$ cat src/phy_irq_pkg.sv
// Constants, register map and carrier types for the PHY interrupt and
// special-control block.
// Assumes word-wide AHB-Lite access; each 16-bit register sits in the low
// half of one aligned word at byte address index*4.
package phy_irq_pkg;

	// ------------------------------------------------------------------
	// Register map
	// ------------------------------------------------------------------
	// Word indices; the byte address is four times the index
	localparam logic [7:0] IDX_SPECIAL = 8'h11;
	localparam logic [7:0] IDX_EVENT = 8'h12;
	localparam logic [7:0] IDX_AUX = 8'h20;
	localparam logic [15:0] SPECIAL_RESET = 16'h010b;
	localparam logic [7:0] EVENT_EN_RESET = 8'h00;
	// Bits 15:7 and 3:0 are writable, 6:4 read as zero
	localparam logic [15:0] SPECIAL_WR_MASK = 16'hff8f;

	// ------------------------------------------------------------------
	// Special-control field positions
	// ------------------------------------------------------------------
	localparam int SC_CLK_DIS = 15;
	localparam int SC_PS_OVR = 14;
	localparam int SC_PS_HI = 13;
	localparam int SC_PS_LO = 12;
	localparam int SC_SGMII_RST = 11;
	localparam int SC_ISO_ZERO = 10;
	localparam int SC_FIFO_HI = 9;
	localparam int SC_FIFO_LO = 8;
	localparam int SC_INT_POL = 3;
	localparam int SC_FORCE = 2;
	localparam int SC_GEN = 1;
	localparam int SC_PIN_OUT = 0;
	localparam logic [1:0] PS_IEEE = 2'h1;
	localparam logic [4:0] PHY_ADDR_ZERO = 5'h00;

	// RMII transmit FIFO depth in nibbles per field code
	localparam logic [3:0] FIFO_DEPTH_0 = 4'h4;
	localparam logic [3:0] FIFO_DEPTH_1 = 4'h5;
	localparam logic [3:0] FIFO_DEPTH_2 = 4'h6;
	localparam logic [3:0] FIFO_DEPTH_3 = 4'h8;

	// ------------------------------------------------------------------
	// Event and auxiliary bit positions
	// ------------------------------------------------------------------
	// Index within the pending byte; status bit is index + 8
	localparam int EV_LINK_QUAL = 7;
	localparam int EV_ENERGY = 6;
	localparam int EV_LINK = 5;
	localparam int EV_WOL = 4;
	localparam int EV_ESD = 3;
	localparam int EV_TRAIN = 2;
	localparam int EV_FC_HALF = 1;
	localparam int EV_RX_HALF = 0;
	localparam int AUX_RISE_ONLY = 0;
	localparam int AUX_PIN_FLAG = 1;
	localparam int AUX_PD_PIN = 2;
	localparam int AUX_IRQ_ACTIVE = 3;

	// AHB-Lite encodings
	localparam logic [2:0] HSIZE_WORD = 3'h2;
	localparam logic [21:0] HADDR_HI_ZERO = 22'h000000;

	// ------------------------------------------------------------------
	// Carrier and state types
	// ------------------------------------------------------------------
	typedef struct packed {
		logic link_qual_good;
		logic link_up;
		logic energy_det;
		logic wol_rx;
		logic esd_det;
		logic training_complete_event;
		logic false_carrier_half;
		logic rx_err_half;
	} event_in_s;

	typedef struct packed {
		logic clk_out_en;
		logic ps_down;
		logic pll_down;
		logic isolate_mac;
		logic sgmii_reset;
		logic [3:0] fifo_depth;
	} power_ctrl_s;

	typedef struct packed {
		logic primed;
		logic lq_bad;
		logic link_up;
		logic energy;
		logic fc_half;
		logic rx_half;
		logic pd_meta;
		logic pd_sync;
	} cap_state_s;

	typedef struct packed {
		logic [15:0] sc;
		logic [7:0] ev_en;
		logic [7:0] pend;
		logic rise_only;
		logic pin_flag;
		logic irq_level;
		logic wr_pend;
		logic [7:0] wr_idx;
		logic [15:0] rdata;
	} ctl_s;

endpackage

$ cat src/event_capture.sv
// Edge detection of the PHY event sources and pin synchroniser.
// Assumes the event sources run on hclk; the shared pin is asynchronous.
`timescale 1ns/1ps

module event_capture (
	// Clock and reset
	input wire logic hclk,
	input wire logic hresetn,
	// Event sources and options
	input phy_irq_pkg::event_in_s ev_in,
	input wire logic rise_only,
	// Shared pin in input mode
	input wire logic pd_pin_raw,
	// Results
	output logic [7:0] ev_pulse,
	output logic pd_pin_sync
);

	phy_irq_pkg::cap_state_s s_ff;
	phy_irq_pkg::cap_state_s nxt_s;
	logic lq_bad;
	logic en_rise;
	logic en_fall;

	// ------------------------------------------------------------------
	// Event pulses
	// ------------------------------------------------------------------
	// No edges before the first sample, so reset is not taken as a change
	always_comb begin
		lq_bad = ev_in.link_up & ~ev_in.link_qual_good;
		en_rise = ev_in.energy_det & ~s_ff.energy;
		en_fall = ~ev_in.energy_det & s_ff.energy;
		ev_pulse = 8'h00;
		ev_pulse[phy_irq_pkg::EV_LINK_QUAL] = s_ff.primed & lq_bad &
			~s_ff.lq_bad;
		ev_pulse[phy_irq_pkg::EV_ENERGY] = s_ff.primed &
			(en_rise | (en_fall & ~rise_only));
		ev_pulse[phy_irq_pkg::EV_LINK] = s_ff.primed &
			(ev_in.link_up ^ s_ff.link_up);
		ev_pulse[phy_irq_pkg::EV_WOL] = ev_in.wol_rx;
		ev_pulse[phy_irq_pkg::EV_ESD] = ev_in.esd_det;
		ev_pulse[phy_irq_pkg::EV_TRAIN] =
			ev_in.training_complete_event;
		ev_pulse[phy_irq_pkg::EV_FC_HALF] = s_ff.primed &
			ev_in.false_carrier_half & ~s_ff.fc_half;
		ev_pulse[phy_irq_pkg::EV_RX_HALF] = s_ff.primed &
			ev_in.rx_err_half & ~s_ff.rx_half;
	end

	// ------------------------------------------------------------------
	// Next state
	// ------------------------------------------------------------------
	// First sync stage feeds only the second
	always_comb begin
		nxt_s = s_ff;
		nxt_s.primed = 1'b1;
		nxt_s.lq_bad = lq_bad;
		nxt_s.link_up = ev_in.link_up;
		nxt_s.energy = ev_in.energy_det;
		nxt_s.fc_half = ev_in.false_carrier_half;
		nxt_s.rx_half = ev_in.rx_err_half;
		nxt_s.pd_meta = pd_pin_raw;
		nxt_s.pd_sync = s_ff.pd_meta;
	end

	always_ff @(posedge hclk or negedge hresetn) begin
		if (!hresetn) begin
			s_ff <= '0;
		end else begin
			s_ff <= nxt_s;
		end
	end

	assign pd_pin_sync = s_ff.pd_sync;

endmodule

$ cat src/phy_irq_ctrl.sv
// Interrupt and special-control register block of a single-pair PHY,
// reached over AHB-Lite.
// Assumes a single master, word transfers and zero-wait responses; event
// sources and straps arrive on hclk, the shared pin is asynchronous.
`timescale 1ns/1ps

// Operation
// - Clock-disable bit 15 set stops the 125 MHz clock output; resets 0.
// - Power-save fields act only while override bit 14 is set.
// - Power-save field 0 is normal, 1 is IEEE power-down of all blocks.
// - In IEEE power-down the PLL also powers down when bit 11 is zero.
// - Bit 10 set with PHY address zero isolates the MAC interface.
// - FIFO depth field 0..3 gives 4, 5, 6, 8 nibbles; resets to 5.
// - Polarity 0 idles low, asserts high; 1 (reset) idles high, asserts low.
// - Force bit drives the interrupt pin asserted regardless of events.
// - Global enable 1 allows event interrupts, 0 blocks them but not the force bit; resets to 1.
// - Pin-function bit 1 makes the pin an output, 0 a power-down input.
// - Latch link-quality event when quality turns bad while link is up.
// - Latch energy-detect on both edges, or rising only when configured.
// - Latch an event whenever the link status changes.
// - Latch an event when a wake-on-LAN packet arrives.
// - Latch an event when an electrostatic discharge is detected.
// - Latch an event when master/slave link training completes.
// - Latch an event when the false carrier counter reaches half full.
// - Latch an event when the receive error counter reaches half full.
// - Pending bits hold until the event register is read; read clears.
// - Low byte holds per-event enables, reset 0, gating the bit above.
// - A flag records pin assertion; reading the event register clears it.
module phy_irq_ctrl (
	// Clock and reset
	input wire logic hclk,
	input wire logic hresetn,
	// AHB-Lite slave
	input wire logic hsel,
	input wire logic [31:0] haddr,
	input wire logic [1:0] htrans,
	input wire logic hwrite,
	input wire logic [2:0] hsize,
	input wire logic [31:0] hwdata,
	input wire logic hready,
	output logic [31:0] hrdata,
	output logic hreadyout,
	output logic hresp,
	// Event sources and strap
	input phy_irq_pkg::event_in_s ev_in,
	input wire logic [4:0] phy_addr,
	// Shared interrupt / power-down pin
	input wire logic irq_pin_i,
	output logic irq_pin_o,
	output logic irq_pin_oe,
	// Controls to the rest of the PHY
	output phy_irq_pkg::power_ctrl_s pwr,
	output logic pd_request
);

	phy_irq_pkg::ctl_s s_ff;
	phy_irq_pkg::ctl_s nxt_s;
	logic [7:0] ev_pulse;
	logic pd_pin_sync;
	logic [7:0] hidx;
	logic mapped;
	logic rd_acc;
	logic wr_acc;
	logic asserted;

	// ------------------------------------------------------------------
	// Event capture and pin synchroniser
	// ------------------------------------------------------------------
	event_capture u_capture (
		.hclk(hclk),
		.hresetn(hresetn),
		.ev_in(ev_in),
		.rise_only(s_ff.rise_only),
		.pd_pin_raw(irq_pin_i),
		.ev_pulse(ev_pulse),
		.pd_pin_sync(pd_pin_sync)
	);

	// ------------------------------------------------------------------
	// Bus decode
	// ------------------------------------------------------------------
	// Upper address bits must be zero; anything else is unmapped
	assign hidx = haddr[9:2];
	assign mapped = (haddr[31:10] == phy_irq_pkg::HADDR_HI_ZERO) &&
		((hidx == phy_irq_pkg::IDX_SPECIAL) ||
		(hidx == phy_irq_pkg::IDX_EVENT) ||
		(hidx == phy_irq_pkg::IDX_AUX));
	assign rd_acc = hsel & htrans[1] & hready & ~hwrite;
	// Non-word writes are dropped; they would split 16-bit fields
	assign wr_acc = hsel & htrans[1] & hready & hwrite & mapped &
		(hsize == phy_irq_pkg::HSIZE_WORD);

	// Asserted interrupt condition before polarity
	assign asserted = s_ff.sc[phy_irq_pkg::SC_FORCE] |
		(s_ff.sc[phy_irq_pkg::SC_GEN] &
		(|(s_ff.pend & s_ff.ev_en)));

	// ------------------------------------------------------------------
	// Next state
	// ------------------------------------------------------------------
	// Writes land first so a read right behind a write sees the new value
	always_comb begin
		nxt_s = s_ff;
		// Soft reset is a one-cycle strobe
		nxt_s.sc[phy_irq_pkg::SC_SGMII_RST] = 1'b0;
		if (s_ff.wr_pend) begin
			case (s_ff.wr_idx)
				phy_irq_pkg::IDX_SPECIAL: begin
					nxt_s.sc = hwdata[15:0] & phy_irq_pkg::SPECIAL_WR_MASK;
				end
				phy_irq_pkg::IDX_EVENT: begin
					nxt_s.ev_en = hwdata[7:0];
				end
				phy_irq_pkg::IDX_AUX: begin
					nxt_s.rise_only = hwdata[phy_irq_pkg::AUX_RISE_ONLY];
				end
				default: begin
				end
			endcase
		end
		if (rd_acc) begin
			nxt_s.rdata = 16'h0000;
			if (mapped) begin
				case (hidx)
					phy_irq_pkg::IDX_SPECIAL: begin
						nxt_s.rdata = nxt_s.sc;
					end
					phy_irq_pkg::IDX_EVENT: begin
						nxt_s.rdata = {s_ff.pend, nxt_s.ev_en};
						nxt_s.pend = 8'h00;
						nxt_s.pin_flag = 1'b0;
					end
					phy_irq_pkg::IDX_AUX: begin
						nxt_s.rdata[phy_irq_pkg::AUX_RISE_ONLY] =
							nxt_s.rise_only;
						nxt_s.rdata[phy_irq_pkg::AUX_PIN_FLAG] = s_ff.pin_flag;
						nxt_s.rdata[phy_irq_pkg::AUX_PD_PIN] = pd_pin_sync;
						nxt_s.rdata[phy_irq_pkg::AUX_IRQ_ACTIVE] = asserted;
					end
					default: begin
					end
				endcase
			end
		end
		// New events beat a clearing read in the same cycle
		nxt_s.pend = nxt_s.pend | ev_pulse;
		// Flag only when the pin really drives the asserted level
		if (asserted && s_ff.sc[phy_irq_pkg::SC_PIN_OUT]) begin
			nxt_s.pin_flag = 1'b1;
		end
		nxt_s.irq_level = asserted ^ s_ff.sc[phy_irq_pkg::SC_INT_POL];
		// Write data follows one cycle later, so keep the target
		nxt_s.wr_pend = wr_acc;
		nxt_s.wr_idx = hidx;
	end

	// ------------------------------------------------------------------
	// State register
	// ------------------------------------------------------------------
	always_ff @(posedge hclk or negedge hresetn) begin
		if (!hresetn) begin
			s_ff <= '0;
			s_ff.sc <= phy_irq_pkg::SPECIAL_RESET;
			s_ff.ev_en <= phy_irq_pkg::EVENT_EN_RESET;
			// Idle level of the reset polarity
			s_ff.irq_level <=
				phy_irq_pkg::SPECIAL_RESET[phy_irq_pkg::SC_INT_POL];
		end else begin
			s_ff <= nxt_s;
		end
	end

	// ------------------------------------------------------------------
	// Outputs
	// ------------------------------------------------------------------
	// Zero-wait slave; reads answer from the register captured above
	assign hrdata = {16'h0000, s_ff.rdata};
	assign hreadyout = 1'b1;
	assign hresp = 1'b0;

	// Pin level from a flop; driven only in output mode
	assign irq_pin_o = s_ff.irq_level;
	assign irq_pin_oe = s_ff.sc[phy_irq_pkg::SC_PIN_OUT];
	assign pd_request = ~s_ff.sc[phy_irq_pkg::SC_PIN_OUT] &
		pd_pin_sync;

	// Power and interface controls
	always_comb begin
		pwr.clk_out_en = ~s_ff.sc[phy_irq_pkg::SC_CLK_DIS];
		pwr.ps_down = s_ff.sc[phy_irq_pkg::SC_PS_OVR] &&
			(s_ff.sc[phy_irq_pkg::SC_PS_HI:phy_irq_pkg::SC_PS_LO] ==
			phy_irq_pkg::PS_IEEE);
		pwr.pll_down = pwr.ps_down &
			~s_ff.sc[phy_irq_pkg::SC_SGMII_RST];
		pwr.isolate_mac = s_ff.sc[phy_irq_pkg::SC_ISO_ZERO] &&
			(phy_addr == phy_irq_pkg::PHY_ADDR_ZERO);
		pwr.sgmii_reset = s_ff.sc[phy_irq_pkg::SC_SGMII_RST];
		case (s_ff.sc[phy_irq_pkg::SC_FIFO_HI:phy_irq_pkg::SC_FIFO_LO])
			2'h0: pwr.fifo_depth = phy_irq_pkg::FIFO_DEPTH_0;
			2'h1: pwr.fifo_depth = phy_irq_pkg::FIFO_DEPTH_1;
			2'h2: pwr.fifo_depth = phy_irq_pkg::FIFO_DEPTH_2;
			default: pwr.fifo_depth = phy_irq_pkg::FIFO_DEPTH_3;
		endcase
	end

	logic wr_sc;
	logic wr_ev;
	logic rd_ev;
	assign wr_sc = s_ff.wr_pend && (s_ff.wr_idx == phy_irq_pkg::IDX_SPECIAL);
	assign wr_ev = s_ff.wr_pend && (s_ff.wr_idx == phy_irq_pkg::IDX_EVENT);
	assign rd_ev = rd_acc && mapped && (hidx == phy_irq_pkg::IDX_EVENT);
endmodule

$ cat config.mk
export PLATFORM = sky130hd
export DESIGN_NAME = phy_irq_ctrl
export DESIGN_NICKNAME = d
export VERILOG_FILES = /design/src/phy_irq_pkg.sv /design/src/event_capture.sv /design/src/phy_irq_ctrl.sv
export SDC_FILE = /design/constraint.sdc
export NUM_CORES = 1
export LEC_CHECK = 0
export ABC_CLOCK_PERIOD_IN_PS = 3850
export BUFFER_PORTS_ARGS = -buffer_cell sky130_fd_sc_hd__buf_2
export CAP_MARGIN = 20
export CORE_UTILIZATION = 30
export DETAILED_ROUTE_END_ITERATION = 7
export SETUP_SLACK_MARGIN = 0.4
export SLEW_MARGIN = 40
export SYNTH_ARGS = -nofsm -noshare
export SYNTH_HDL_FRONTEND = slang
export SYNTH_HIERARCHICAL = 1
export SYNTH_SLANG_ARGS = --single-unit
$ cat constraint.sdc
create_clock -name hclk -period 3.85 [get_ports hclk]
set_input_delay 0.385 -clock hclk [delete_from_list [all_inputs] [get_ports hclk]]
set_output_delay 0.385 -clock hclk [all_outputs]
set_load 0.05 [all_outputs]
## Word-level counts from Yosys, hierarchy flattened

Index checks and enable logic that the tools add are counted.

| word-level totals | value |
|---|---|
| flip-flop bits (word level) | 68 |
| bits of input ports | 88 |
| output and inout bits | 46 |
| logic and storage cells | 95 |

| cells by class | value |
|---|---|
| equal/unequal tests | 10 |
| mux-type cells | 16 |
| bitwise gates (word level) | 38 |
| reduce and logical (&&, ||, !) cells | 14 |

Operators with widths:

| cell | count |
|---|---|
| == test 8 x 5 -> 1 bit, second input constant | 4 |
| two-way mux 16 bit | 2 |
| two-way mux 8 bit | 4 |
| two-way mux 24 bit | 1 |
| one-hot mux 12 bit (2 select lines) | 1 |
| one-hot mux 4 bit (3 select lines) | 2 |
| logical NOT 22 bit | 1 |
| AND 1 bit | 21 |
| == test 8 x 6 -> 1 bit, second input constant | 2 |
| NOT 1 bit | 11 |
| AND 8 bit | 1 |
| OR 8 bit | 1 |
| OR reduction 8 bit | 1 |
| two-way mux 1 bit | 6 |
| nonzero test 2 bit | 3 |
| logical NOT 5 bit | 1 |
| == test 2 x 1 -> 1 bit, second input constant | 2 |
| logical AND 1 bit | 4 |
| == test 3 x 2 -> 1 bit, second input constant | 1 |
| AND reduction 3 bit | 1 |
| == test 2 bit, second input constant | 1 |
| logical NOT 2 bit | 1 |
| logical OR 1 bit | 2 |
| OR 1 bit | 2 |
| bitwise XOR 1 bit | 2 |

## Longest topological paths before layout

Gate-level depths: netlist of run 1.

| depth | value |
|---|---|
| depth in word-level cells | 7 |
| gate-level depth with buffers | 7 |
| gate-level depth less buffers | 5 |

## Modules after synthesis

Netlist of run 1, hierarchy kept.

Modules (own cells, without submodules):

| module | times used | cells each | area an instance (um^2) | sequential area each (um^2) |
|---|---|---|---|---|
| phy_irq_ctrl | 1 | 256 | 2,881.5 | 1,507.7 |
| event_capture | 1 | 23 | 300.3 | 200.2 |

## Worst setup path before layout of run 1

No wires, ideal clock.

| path | value |
|---|---|
| path type | input-to-output |
| from | input port phy_addr[1] |
| to | output port pwr[5] in the netlist's numbering |
| data arrival time | 2.102 ns |
| data required time | 3.465 ns |
| path slack | 1.363 ns |
| stages on the path | 2 |
| buffers on the path | 0 |
| path through | or4b_2 nor3_1 |

RTL lines:

| item | RTL line | text |
|---|---|---|
| from (decl) | phy_irq_ctrl.sv:46 | `input wire logic [4:0] phy_addr,` |
| to (decl) | phy_irq_ctrl.sv:52 | `output phy_irq_pkg::power_ctrl_s pwr,` |

==> results.toml, run 1 <==
[yosys]
ys_top_cells_by_count = "dfrtp_1, buf_4, nand2_1"
synthSimpleGateAreaFrac_pct = 17.3
yosys-top-cells-area = "dfrtp_1, buf_4, mux2_2"
synth_area_per_cell_um2 = 11.4
synth.area.mux_share_pct = 6.02
synth_fa_ha_area_share_pct = 0
synth_seq_area_share_pct = 53.7
syn_inst = 279
synth_compound_area_share_pct = 11.4
ys_seq_elements = 68
yosysTopAreaCellShare_pct = 49.5
yosys_warnings = 6
synth-xor-area-share_pct = 0.551
synth_edf_count = 0
post-synth-top-count-cell = "dfrtp_1"
synth_area_leader_cell = "dfrtp_1"
ys_types = 44
synthFlopType = "dfrtp_1"
synth_top_family_by_area = "simple AND/OR/NAND/NOR gates"
async_reset_ff_share_pct = 100
synth_area_um2 = 3180

[routing]
dr.pass1.iters = 4
wl_per_cell_um = 14.5
drcViolationCount = 0
totalWireLength_um = 7260
met1_length_um = 3290
wl_met3_um = 673
dr.max_layer_used = "met4"
wl_met2_um = 3160
viasPerCell = 4.68
drt_iter0_drc = 75
ant_nets = 0
vias = 2351

[hold_path]
min_to = "u_capture/nxt_s[0]"
holdPathStages = 1
min_from = "irq_pin_i"
min_path_type = "input port to register"

[cells_and_area]
fin_nets = 449
layout.cells.non_filler = 502
fin_util_pct = 37.5
antennaDiodeCount = 0
syn_to_final_growth_pct = 21.7
fin_area_um2 = 3870
drive_above_1_share_pct = 41.0

[global_route]
antenna_found_initial = 0
grt_use_total_pct = 13.6
grt_pass1_vias = 2302
grt.overflow.total = 0
grt_max_degree = 32
grt_pass1_wl_um = 11400

[sta]
fin_tns_setup_ns = 0
grt_setup_unrepaired = "no"
relSlewSlack_pct = 56.7
finalWorstSetupSlack_ns = 1.70
finalHoldViolCount = 0
max_freq_mhz = 465
finalClockSkew_ns = 0.00915
tightest_slew_ns = 0.648
fin_crit_sh_pct = 55.9
min_period_ns = 2.15
slew_viol_final = 0
hold_ws_ns = 0.144
setup_viol = 0

[place]
gp_congestion = 0.859
post-dp-hpwl_um = 5620
pre_cts_ws_ns = 1.47
dpl.cell_count = 485
port_buffers = 96
place_area_um2 = 3630

[cts]
htreeDepth = 3
postCtsResizedCells = 0
worstSkewPairLatency_ns = 0.35
tritoncts_num_sinks = 68
cts_tree = "done"
path_clk_slew_ns = 0.07
cts_made_buffers = 9
root_buffer = "clkbuf_8"
cts_buffer_depth = 2

[worst_setup_path]
startpoint_type = "register"
path_delay_family = "simple AND/OR/NAND/NOR gates"
ff2ff_path_depth = 5
cpMaxStageDelayCell = "nor4b_1"
r2r_slack_ns = 1.70
reg2reg_to = "hrdata[2]"
crit_path_max_fanout = 8
critPathCaptureType = "register"
worstPathArrival_ns = 2.36
critPathKind = "register to register"
r2r-start = "s_ff[19]"
cp_cell_sequence = "nor4b_1 > nand3_2 > mux2_2 > a221oi_2 > o21ai_1"
critPathMaxStageDelay_ns = 0.51
required_ns = 4.06
critical_path_buf_inv_count = 0

[die]
initial_core_util_pct = 30.8
die_y_um = 105
die_width_um = 105
die_area_um2 = 11000
core_area_um2 = 10300
pin_count = 134
rows = 37

[power_and_ir_drop]
power_density_nw_per_um2 = 406
p_leak_nw = 1.84
power_mw = 1.57
ir_drop_v = 0.000169

[flow_run]
cap_violations = 0

[run_status]
status = "finished, final reports clean"
==> cell type report <==
| class | count | area (um^2) |
|---|---|---|
| clock buffer | 12 | 165 |
| clock inverter | 4 | 70.1 |
| fill | 1050 | 6450 |
| inverter | 6 | 22.5 |
| multi-input combinational | 176 | 1200 |
| sequential | 68 | 1710 |
| tap | 136 | 170 |
| timing repair buffer | 100 | 533 |
==> cell families after synthesis <==
group / after synthesis
compound gates: 48
xor+xnor: 2
flops: 68
other cells: 3
mux: 17
simple gates: 90
buf+inv: 51
==> routing by layer <==
metal | vias to the layer above | global-route usage, %
li1 | 1107 | -
met1 | 1111 | 17.6
met2 | 123 | 20.9
met3 | 10 | 4.99
met4 | 0 | 4.73
met5 | - | 0
==> report_power, final <==
group	switching, mW	internal, mW	leakage, nW
Sequential	0.0114	0.733	0.808
Combinational	0.0979	0.0492	0.907
Clock	0.267	0.416	0.122
==> worst max-delay path by stage <==
stage	startpoint	endpoint	slack (ns)	cells past startpoint
floorplan	phy_addr[1]	pwr[5]	1.36	2
global route	s_ff[16]	hrdata[0]	1.53	5
global placement	haddr[7]	hrdata[5]	1.28	6
detailed placement	haddr[7]	hrdata[5]	1.47	6
CTS	s_ff[19]	hrdata[0]	1.67	5
finish	s_ff[19]	hrdata[2]	1.70	5
==> registers in the layout, summed over array words and instances, names as in the netlist <==
name	cells
s_ff	41
u_capture/nxt_s	1
irq_pin_oe	1
u_capture/pd_pin_sync	1
pwr	1
irq_pin_o	1
u_capture/s_ff	6
hrdata	16
==> timing repair <==
action | in CTS | in global routing
hold endpoints to repair | 14 | 0
hold buffers | 1 | 0
setup buffers | 0 | 0
==> placed cells by master (no fill, tap or decap), types with 3 or more instances in the layout <==
master    netlist  routed
buf_2           3      96
dfrtp_1        63      63
nand2_1        23      23
conb_1          3      19
mux2_2         17      17
a22oi_1        14      14
clkbuf_8        0      12
nand3_1        11      11
a21o_1          9       9
nor2_1          8       8
nor4_1          7       7
nor2b_1         6       6
inv_1           6       6
nand4_1         6       6
o31ai_1         5       5
dfstp_2         5       5
nor3_1          4       4
o21ai_0         4       4
a21oi_1         4       4
a221oi_2        4       4
o21ai_1         4       4
nor3b_1         3       3
and3_1          3       3
Note: power is estimated with default switching activity, not from simulation.
==> inputs of run 2 (changes only) <==
--- a/config.mk
+++ b/config.mk
@@ -5,7 +5,7 @@
 export SDC_FILE = /design/constraint.sdc
 export NUM_CORES = 1
 export LEC_CHECK = 0
-export ABC_CLOCK_PERIOD_IN_PS = 3850
+export ABC_CLOCK_PERIOD_IN_PS = 2100
 export BUFFER_PORTS_ARGS = -buffer_cell sky130_fd_sc_hd__buf_2
 export CAP_MARGIN = 20
 export CORE_UTILIZATION = 30
==> constraint.sdc (replaced) <==
create_clock -name hclk -period 2.1 [get_ports hclk]
set_input_delay 0.21 -clock hclk [delete_from_list [all_inputs] [get_ports hclk]]
set_output_delay 0.21 -clock hclk [all_outputs]
set_load 0.05 [all_outputs]
==> run 2 against run 1 <==
Against the previous run: first-iteration DRC count up 69%; worst hold slack worse by 0.13 ns; sequential cell count unchanged; largest power group unchanged; non-clock buffer count up 24; combinational power up 110%; final cell count up 5.0%; maximum frequency up 15%; clock power up 51%; power up 72%; critical path type unchanged; via count up 4.4%.
==> results.toml, run 2 (synthesis gave the netlist of run 1 again) <==
[run_status]
status = "finished, final reports clean"

[global_route]
grt_use_total_pct = 15.2
grt_pass1_wl_um = 12400
grt_max_degree = 45
grt.overflow.total = 0
grt_pass1_vias = 2419
antenna_found_initial = 0

[die]
initial_core_util_pct = 30.8
die_width_um = 105
die_area_um2 = 11000
die_y_um = 105
core_area_um2 = 10300
pin_count = 134
rows = 37

[worst_setup_path]
cp.depth = 5
r2r-start = "s_ff[21]"
startpoint = "s_ff[21]"
crit_path_max_fanout = 5
r2r_slack_ns = 0.23
cp_cell_sequence = "or4b_4 > o31ai_4 > a21oi_2 > a221oi_2 > o21ai_1"
critPathMaxStageDelay_ns = 0.64
cpMaxStageDelayCell = "or4b_4"
critPathKind = "register to register"
endpoint = "hrdata[2]"
critPathCaptureType = "register"
critical_path_buf_inv_count = 0
reg2reg_to = "hrdata[2]"
path_delay_family = "compound AO/OA/AOI/OAI gates"
startpoint_type = "register"
worstPathArrival_ns = 2.09
required_ns = 2.32
ff2ff_path_depth = 5

[routing]
dr.pass1.iters = 4
viasPerCell = 4.66
ant_nets = 0
wl_per_cell_um = 15.3
totalWireLength_um = 8040
drt_iter0_drc = 127
vias = 2455
drcViolationCount = 0

[cells_and_area]
antennaDiodeCount = 0
mostFrequentLayoutCells = "buf_2, dfrtp_1, nand2_1"
final_common_cell = "buf_2"
fillCellCount = 1007
largest-register = "s_ff"
seq_area_um2 = 1710
fin_util_pct = 41.1
multiInputGateArea_um2 = 1390
fin_nets = 474
syn_to_final_growth_pct = 33.3
largest_reg_flops = 41
drive_above_1_share_pct = 46.3

[hold_path]
min_from = "ev_in[6]"
min_path_type = "input port to register"

[cts]
worstSkewPairLatency_ns = 0.34
cts_made_buffers = 9
htreeDepth = 3
cts_tree = "done"
tritoncts_num_sinks = 68
path_clk_slew_ns = 0.07
root_buffer = "clkbuf_8"
cts_buffer_depth = 2

[power_and_ir_drop]
power.internal_mw = 2.01
ir_drop_v = 0.000259
seq_power_share_pct = 50.4
power_density_nw_per_um2 = 638
combinationalPowerShare_pct = 11.4
p_leak_nw = 1.95
p_clk_share_pct = 38.2
power.net_switching_mw = 0.694
p_sw_share_pct = 25.6

[sta]
finalHoldViolCount = 0
finalClockSkew_ns = 0.00887
grt_setup_unrepaired = "yes"
max_freq_mhz = 536
finalWorstSetupSlack_ns = 0.234
fin_tns_setup_ns = 0
setup_viol = 0
slew_viol_final = 0
tightest_slew_ns = 0.568
fin_crit_sh_pct = 88.8
min_period_ns = 1.87
hold_ws_ns = 0.0173
relSlewSlack_pct = 62.1

[place]
gp_congestion = 0.823
port_buffers = 96
post-dp-hpwl_um = 5770
pre_cts_ws_ns = 0.128

[flow_run]
cap_violations = 0
[run 2: area by class of cell]
class                   instances  area share (%)
flip-flops and latches         68            40.3
multi-input cells             177            32.6
repair buffers                124            18.0
clock buffers                  15            4.39
well taps                     136            4.01
inverters                       6           0.590
clock inverters                 1           0.118
[run 2: worst min-delay path by stage]
| stage | endpoint | cells after the start |
|---|---|---|
| after floorplan | hrdata[0] | 0 |
| after global placement | s_ff[53] | 1 |
| after detailed placement | hrdata[9] | 1 |
| after CTS | u_capture/s_ff[5] | 1 |
| after global routing | s_ff[23] | 1 |
| final | u_capture/s_ff[5] | 1 |
[run 2: routing by layer]
layer  vias to the layer above  track usage [%]  wire (um)
met2                       111             23.9       3690
met1                      1167             19.8       3650
met4                         0             5.73        132
met5                         -                0          0
met3                        14             4.24        568
li1                       1163                -          -
[run 2: stage by stage]
stage	instance area [um^2]	instances	power [mW]
after floorplan	3250	295	1.56
after global placement	3670	492	1.66
after detailed placement	3670	492	1.66
after CTS	4180	525	2.73
after global routing	4240	527	2.82
final	4240	527	2.71
[run 2: what timing repair did]
item                                   in CTS  in global routing
buffers inserted                            4                  2
gates cloned                                1                  0
setup endpoints to repair                  18                 22
resized for setup                          33                  8
pin swaps                                  12                  4
hold buffers                               12                  0
endpoints found under the hold margin      34                  0
[run 2: power by group through the flow]
stage / combinational (mW) / sequential (mW) / clock [mW]
floorplan: 0.179 / 1.38 / 0
global placement: 0.269 / 1.39 / 0
detailed placement: 0.272 / 1.39 / 0
CTS: 0.304 / 1.37 / 1.06
global route: 0.333 / 1.37 / 1.11
finish: 0.307 / 1.37 / 1.03
